$ cat src/hcec_map.vh
// Constants and field values for the in-line frame CRC block.
// What this block does
// - Enable and mode pick pass, generate, check.
// - Accumulate after opening flag, skip stuffed zeros.
// - Generate: hold clock, send inverted stuffed CRC.
// - Check: error output one bit after flag.
// - Message valid only from sixteen significant bits.
// - Stuffed zeros never count toward length.
// - Short message passes through untouched.
// - Bit-16 missing stuffing: too short, restart.
// - Bit-17 case: forward bit, exclude from CRC.
// - Bit-17 case: first CRC bit sent zero.
// - Check mode bit-17 case: exclude bit.
// - After missing stuffing keep hunting flag, abort.
// - Abort abandons message and its check.
// - Check mode: flag after missing stuffing past bit 17 reports error.
// - Missing stuffing then zero: strip, continue.
`ifndef HCEC_MAP_VH
`define HCEC_MAP_VH
// Preset loaded into the accumulator at each flag.
`define HCEC_CRC_PRESET 16'hFFFF
// Reflected generator polynomial, bits enter least significant first.
`define HCEC_CRC_POLY 16'h8408
// Remainder left in the accumulator by a good frame with its check field.
`define HCEC_CRC_GOOD 16'hF0B8
// Number of check bits shifted out.
`define HCEC_CRC_BITS 5'h10
// Least number of significant bits in a message.
`define HCEC_MIN_LEN 5'h10
// Ceiling of the significant-bit counter.
`define HCEC_CNT_SAT 5'h12
// Run of ones after which a zero is stuffing.
`define HCEC_ONES_STUFF 3'h5
// Run of ones that a zero turns into a flag.
`define HCEC_ONES_FLAG 3'h6
// Run of ones that is an abort.
`define HCEC_ONES_ABORT 3'h7
// Depth of the input FIFO.
`define HCEC_FIFO_DEPTH 8
// Width of the input FIFO words.
`define HCEC_FIFO_WIDTH 1
`endif

$ cat src/hcec_core.v
// Input FIFO and the serial CRC generate and check engine.
`timescale 1ns/1ps
`include "hcec_map.vh"

// Small FIFO of flip-flops with valid and ready on both sides.
module hcec_fifo #(
  parameter WIDTH = 1,
  parameter DEPTH = 8,
  parameter AW = 3
) (
  input wire clk,
  input wire reset_n,
  input wire in_valid,
  output wire in_ready,
  input wire [WIDTH-1:0] in_data,
  output wire out_valid,
  input wire out_ready,
  output wire [WIDTH-1:0] out_data
);
  reg [WIDTH-1:0] mem_q [0:DEPTH-1]; // Storage words.
  reg [AW-1:0] wr_q; // Write index.
  reg [AW-1:0] rd_q; // Read index.
  reg [AW:0] cnt_q; // Words held.
  wire push;
  wire pop;
  integer i;

  assign in_ready = (cnt_q != DEPTH[AW:0]);
  assign out_valid = (cnt_q != {(AW+1){1'b0}});
  assign out_data = mem_q[rd_q];
  assign push = in_valid && in_ready;
  assign pop = out_valid && out_ready;

  // Pointers wrap at the depth; the count gives honest full and empty.
  always @(posedge clk or negedge reset_n) begin
    if (!reset_n) begin
      wr_q <= {AW{1'b0}};
      rd_q <= {AW{1'b0}};
      cnt_q <= {(AW+1){1'b0}};
      for (i = 0; i < DEPTH; i = i + 1) begin
        mem_q[i] <= {WIDTH{1'b0}};
      end
    end else begin
      if (push) begin
        mem_q[wr_q] <= in_data;
        wr_q <= (wr_q == DEPTH[AW-1:0] - 1'b1) ? {AW{1'b0}} : wr_q + 1'b1;
      end
      if (pop) begin
        rd_q <= (rd_q == DEPTH[AW-1:0] - 1'b1) ? {AW{1'b0}} : rd_q + 1'b1;
      end
      cnt_q <= cnt_q + {{AW{1'b0}}, push} - {{AW{1'b0}}, pop};
    end
  end
endmodule

// Serial engine: flag, stuffing and abort hunting, CRC and output stuffing.
module hcec_core (
  input wire clk,
  input wire reset_n,
  input wire bit_clock_input,
  input wire serial_data_input,
  output wire serial_in_ready,
  input wire crc_enable_input,
  input wire crc_mode_select,
  output reg serial_data_output,
  output reg gated_clock_output,
  output reg crc_error_output
);
  wire fifo_valid; // A received bit waits.
  wire fifo_bit; // The waiting bit.
  wire take; // A received bit is processed this cycle.
  reg [7:0] dly_q; // Delay line of received bits, bit 7 oldest.
  reg [7:0] sig_q; // Significance tags that travel with the bits.
  reg [2:0] ones_q; // Run of ones on the input side.
  reg strip_q; // The latest zero was taken as stuffing.
  reg acc_q; // A message is being accumulated.
  reg [15:0] crc_q; // Accumulator.
  reg [15:0] crc_prev_q; // Accumulator before its latest update.
  reg [4:0] cnt_q; // Significant bits seen in the message.
  reg send_q; // Check field is being shifted out.
  reg [15:0] sh_q; // Check field still to send.
  reg [4:0] left_q; // Check bits still to send.
  reg [2:0] tx_ones_q; // Run of ones on the output side.
  reg err_pend_q; // Check verdict waiting for the next bit edge.
  reg err_eval_q; // A verdict is waiting.
  reg [15:0] crc_d;
  reg [15:0] prev_d;
  reg [4:0] cnt_d;
  reg [4:0] len_d;
  reg exit_sig;
  reg is_flag;
  reg is_abort;
  reg is_stuff;
  reg miss;
  reg out_bit;

  // Advance a reflected CRC by one bit.
  function [15:0] crc_step;
    input [15:0] c;
    input b;
    begin
      crc_step = {1'b0, c[15:1]} ^ (((c[0] ^ b) == 1'b1) ? `HCEC_CRC_POLY : 16'h0000);
    end
  endfunction

  // Next run length of ones for an emitted or received bit.
  function [2:0] run_next;
    input [2:0] r;
    input b;
    begin
      run_next = b ? ((r == `HCEC_ONES_ABORT) ? r : r + 3'h1) : 3'h0;
    end
  endfunction

  // Input bits are held in the FIFO while the check field goes out.
  hcec_fifo #(
    .WIDTH(`HCEC_FIFO_WIDTH),
    .DEPTH(`HCEC_FIFO_DEPTH),
    .AW(3)
  ) u_fifo (
    .clk(clk),
    .reset_n(reset_n),
    .in_valid(bit_clock_input),
    .in_ready(serial_in_ready),
    .in_data(serial_data_input),
    .out_valid(fifo_valid),
    .out_ready(take),
    .out_data(fifo_bit)
  );

  assign take = bit_clock_input && fifo_valid && !send_q;

  // Classify the incoming bit and fold the leaving bit into the accumulator.
  always @* begin
    is_stuff = !fifo_bit && (ones_q == `HCEC_ONES_STUFF);
    is_flag = !fifo_bit && (ones_q == `HCEC_ONES_FLAG);
    is_abort = fifo_bit && (ones_q == `HCEC_ONES_FLAG);
    exit_sig = sig_q[7] && acc_q && crc_enable_input;
    crc_d = exit_sig ? crc_step(crc_q, dly_q[7]) : crc_q;
    prev_d = exit_sig ? crc_q : crc_prev_q;
    cnt_d = (exit_sig && cnt_q != `HCEC_CNT_SAT) ? cnt_q + 5'h1 : cnt_q;
    // The flag's own zero was eaten as stuffing: the last one had no stuffing.
    miss = strip_q;
    len_d = (miss && cnt_d != 5'h00) ? cnt_d - 5'h1 : cnt_d;
    out_bit = (tx_ones_q == `HCEC_ONES_STUFF) ? 1'b0 : sh_q[0];
  end

  // Main sequence, one step per bit strobe.
  always @(posedge clk or negedge reset_n) begin
    if (!reset_n) begin
      dly_q <= 8'h00;
      sig_q <= 8'h00;
      ones_q <= 3'h0;
      strip_q <= 1'b0;
      acc_q <= 1'b0;
      crc_q <= `HCEC_CRC_PRESET;
      crc_prev_q <= `HCEC_CRC_PRESET;
      cnt_q <= 5'h00;
      send_q <= 1'b0;
      sh_q <= 16'h0000;
      left_q <= 5'h00;
      tx_ones_q <= 3'h0;
      err_pend_q <= 1'b0;
      err_eval_q <= 1'b0;
      serial_data_output <= 1'b0;
      gated_clock_output <= 1'b0;
      crc_error_output <= 1'b0;
    end else begin
      // The receiver clock is held high while the check field leaves.
      gated_clock_output <= send_q ? 1'b1 : bit_clock_input;
      if (!crc_enable_input) begin
        acc_q <= 1'b0;
      end
      if (bit_clock_input && err_eval_q) begin
        // The verdict shows on the bit edge after the flag entered.
        crc_error_output <= err_pend_q;
        err_eval_q <= 1'b0;
      end
      if (bit_clock_input && send_q) begin
        // Send the check field, stuffing a zero after five ones.
        serial_data_output <= out_bit;
        tx_ones_q <= run_next(tx_ones_q, out_bit);
        if (tx_ones_q != `HCEC_ONES_STUFF) begin
          sh_q <= {1'b0, sh_q[15:1]};
          left_q <= left_q - 5'h1;
        end
        if (left_q == 5'h00 || (left_q == 5'h01 && tx_ones_q != `HCEC_ONES_STUFF &&
            !(sh_q[0] && tx_ones_q == 3'h4))) begin
          send_q <= 1'b0;
        end
      end else if (take) begin
        serial_data_output <= dly_q[7];
        tx_ones_q <= run_next(tx_ones_q, dly_q[7]);
        dly_q <= {dly_q[6:0], fifo_bit};
        ones_q <= run_next(ones_q, fifo_bit);
        if (!fifo_bit) begin
          strip_q <= is_stuff;
        end
        crc_q <= crc_d;
        crc_prev_q <= prev_d;
        cnt_q <= cnt_d;
        if (is_flag) begin
          // Flag bits never enter the accumulator; a fresh message begins.
          sig_q <= 8'h00;
          crc_q <= `HCEC_CRC_PRESET;
          crc_prev_q <= `HCEC_CRC_PRESET;
          cnt_q <= 5'h00;
          acc_q <= crc_enable_input;
          if (acc_q && crc_enable_input && len_d >= `HCEC_MIN_LEN) begin
            if (!crc_mode_select) begin
              // Inverted check field; in the bit-17 case the last one is left out.
              sh_q <= ~(miss ? prev_d : crc_d);
              left_q <= `HCEC_CRC_BITS;
              send_q <= 1'b1;
            end else begin
              err_pend_q <= ((miss ? prev_d : crc_d) != `HCEC_CRC_GOOD) ||
                            (miss && cnt_d > 5'h11);
              err_eval_q <= 1'b1;
            end
          end
        end else if (ones_q == `HCEC_ONES_FLAG && fifo_bit) begin
          // Seventh one: abort, nothing more is accumulated.
          sig_q <= 8'h00;
          acc_q <= 1'b0;
        end else begin
          sig_q <= {sig_q[6:0], acc_q && crc_enable_input && !is_stuff && !is_abort};
        end
      end
    end
  end
endmodule

$ cat config.mk
export PLATFORM = sky130hd
export DESIGN_NAME = hcec_core
export DESIGN_NICKNAME = d
export VERILOG_FILES = /design/src/hcec_core.v
export VERILOG_INCLUDE_DIRS = /design/src
export SDC_FILE = /design/constraint.sdc
export NUM_CORES = 1
export LEC_CHECK = 0
export BUFFER_PORTS_ARGS = -buffer_cell sky130_fd_sc_hd__buf_2
export CAP_MARGIN = 20
export CORE_UTILIZATION = 50
export DETAILED_ROUTE_END_ITERATION = 8
export PLACE_DENSITY_LB_ADDON = 0.08
export SKIP_LAST_GASP = 1
export SYNTH_ARGS = -nofsm -noshare
export SYNTH_HDL_FRONTEND = slang
export SYNTH_SLANG_ARGS = --single-unit
$ cat constraint.sdc
create_clock -name clk -period 6.9 [get_ports clk]
set_clock_uncertainty 0.1 [all_clocks]
set_input_delay 0.345 -clock clk [delete_from_list [all_inputs] [get_ports clk]]
set_output_delay 0.345 -clock clk [all_outputs]
set_load 0.1 [all_outputs]
==> impl_metrics.toml <==
[route]
routedWlPerCell_um = 16.3
route.detailed.drc = 0
vias_per_cell = 5.75
drtIter0Drc = 244
dr.pass1.iters = 6
ant_nets = 0
finalWirelength_um = 11500
dr_total_vias = 4040

[synthesis]
syn_inst = 563
yosysWarningCount = 0
syn_nets = 592
synthTopCellsByCount = "nand2_1, dfrtp_1, nor2_1"
synth_top_area_frac = 0.327
synth_area_mm2 = 0.00566
synthTopCellsByArea = "dfrtp_1, dfstp_2, nand2_1"
synth.most_common_cell = "nand2_1"
ys.flop_type = "dfrtp_1"
syn-mean-instance-area_um2 = 10.0
synth_area_leader_cell = "dfrtp_1"
synth_seq_area_share = 0.476
synth_cell_types = 64
synth-edff-count = 0
ys_seq_elements = 106
async_reset_ff_frac = 1.00

[layout]
area_delta_synth_final_pct = 7.78
drive_gt1_frac = 0.179
nets = 587
final_util = 0.558
diodes = 0

[setup_path]
critPathTopFamily = "adder cells"
crit_path_max_incr_delay_ns = 0.50
crit_type = "reg2reg"
critPathSlowestCell = "or2_2"
worst-path-max-fanout = 28
cp_cell_sequence = "inv_1 -> ha_1 -> a21o_1 -> or2_2 -> inv_2 -> ha_1 -> inv_1 -> ha_1 -> inv_1 -> fa_1 -> inv_1"
worstSetupEndpointType = "flip-flop"
start_kind = "flip-flop"
cp_num_buf_inv = 5
cpMostUsedCell = "inv_1"
crit_required_ns = 7.05
cp.arrival_ns = 3.16

[floorplanning]
die_y_um = 108
io_pins = 10
die_area_mm2 = 0.0117
start_util = 0.517
num_rows = 38
core_area_mm2 = 0.0109
die_w_um = 108

[grt]
grt_overflow = 0
busiest_layer = "met2"
grt_pass1_wl_um = 19400
grt_start_max_net_pins = 67
grt_util_met2 = 0.355
grt_antenna_before_repair = 0
grtUsageMet3 = 0.0555
use_met1 = 0.272
grt_pass1_vias = 3977
grt_usage = 0.214

[run_status]
violations = "negative hold slack"
status = "finished with violations"

[clock_network]
root_buffer = "clkbuf_16"
clk_pin_slew_ns = 0.07
cts_tree = "yes"
worstSkewPairLatency_ns = 0.35
hold_buffers = 0
cts.repair.resized = 0
clockBufferDepth = 2
htree_levels = 3
clock-sinks = 106
cts_buffers = 9
cts_setup_buffers = 0

[timing]
whs_ns = -0.0224
rsz0062_at_grt = "no"
tightest_slew_ns = 1.02
max_freq_mhz = 333
fin_crit_sh = 0.436
setup_tns_ns = 0
setup_viol = 0
maxSlewViolCount = 0
fin_crit_ns = 3.01
relSlewSlack = 0.320
hold_viol = 9

[power_and_ir_drop]
power-per-cell-area_mw_per_mm2 = 311
max-vdd-ir-drop_uv = 256
p_leak_uw = 0.00279

[place]
gp_congestion = 0.776
io_buffers = 9
dp_hpwl_um = 7490

[min_path]
min_path_type = "in2async"

[run]
max_cap_viol_count = 0
## cells by family (layout without fill, tap and decap cells)
logic type                 count (synthesis)  count (layout)  synth area share
buffers and inverters                     52              52            0.0416
adders and majority gates                 23              23            0.0522
AOI/OAI and AO/OA                        133             133             0.163
and+or+nand+nor                          202             202             0.174
xor gates and xnor gates                   8               8            0.0124
muxes                                     39              39            0.0816
DFF                                      106             106             0.476
## routing by layer
metal	vias to the layer above	wire length, µm
met1	1988	5370
met5	-	0
met2	42	5500
li1	1992	-
met4	0	265
met3	18	323
## stage by stage
| step | power (µW) | cells | hold WS [ns] | instance area [µm²] | setup WS, ns |
|---|---|---|---|---|---|
| finish | 1890 | 703 | -0.0224 | 6100 | 3.89 |
| global route | 2020 | 703 | 0.0458 | 6100 | 3.69 |
| CTS | 1920 | 701 | 0.0221 | 6060 | 3.75 |
| detailed placement | 1380 | 685 | 0.352 | 5750 | 3.78 |
| global placement | 1360 | 685 | 0.343 | 5750 | 3.83 |
| floorplan | 1260 | 563 | -0.0506 | 5660 | 4.10 |
## where the power goes
group          internal (µW)  switching (µW)
sequential               765             110
combinational            222             270
clock                    299             229
total                   1290             609
## worst paths after layout
check / startpoint / to / slack (ns) / cells after the start
worst max-delay path: u_fifo.cnt_q[2]$_DFF_PN0_ / u_fifo.cnt_q[1]$_DFF_PN0_ / 3.89 / 11
worst min-delay path: reset_n / tx_ones_q[0]$_DFFE_PN0P_ / -0.02 / 1
worst max register to register: u_fifo.cnt_q[2]$_DFF_PN0_ / u_fifo.cnt_q[1]$_DFF_PN0_ / 3.89 / 11
worst min register to register: dly_q[3]$_DFFE_PN0P_ / dly_q[4]$_DFFE_PN0P_ / 0.37 / 2
max in group asynchronous: reset_n / crc_prev_q[12]$_DFFE_PN1P_ / 5.67 / 2
min in group clk: crc_enable_input / acc_q$_DFF_PN0_ / 0.17 / 2
## cell usage in the layout (no fill, tap or decap), types with 6 or more instances in the layout
cell / n
mux2i_1: 12
clkbuf_16: 9
mux2_2: 19
nand2_1: 81
inv_1: 21
o22a_1: 28
dfrtp_1: 74
dfstp_2: 32
o21ai_0: 29
and3_1: 7
a21o_1: 7
nand3_1: 17
a21oi_1: 30
ha_1: 22
mux2_4: 7
a31oi_1: 6
nor2_1: 46
buf_2: 8
nor3_1: 9
## area by class of cell
cell class	instances	area (µm²)
sequential	106	2690
timing repair buffer	14	113
clock buffer	11	253
inverter	22	82.6
fill	978	4840
tap	140	175
clock inverter	5	52.6
multi-input combinational	405	2730
## flip-flops by register name, summed over array words and instances, names as in the netlist
name                count
miss                    1
crc_error_output        1
cnt_q                   5
crc_prev_q             16
crc_q                  16
ones_q                  3
sig_q                   8
u_fifo.mem_q            8
serial_data_output      1
gated_clock_output      1
sh_q                   16
err_pend_q              1
send_q                  1
u_fifo.rd_q             3
u_fifo.wr_q             3
tx_ones_q               3
err_eval_q              1
left_q                  5
u_fifo.cnt_q            4
dly_q                   8
acc_q                   1
(Power assumes the default switching activity.)
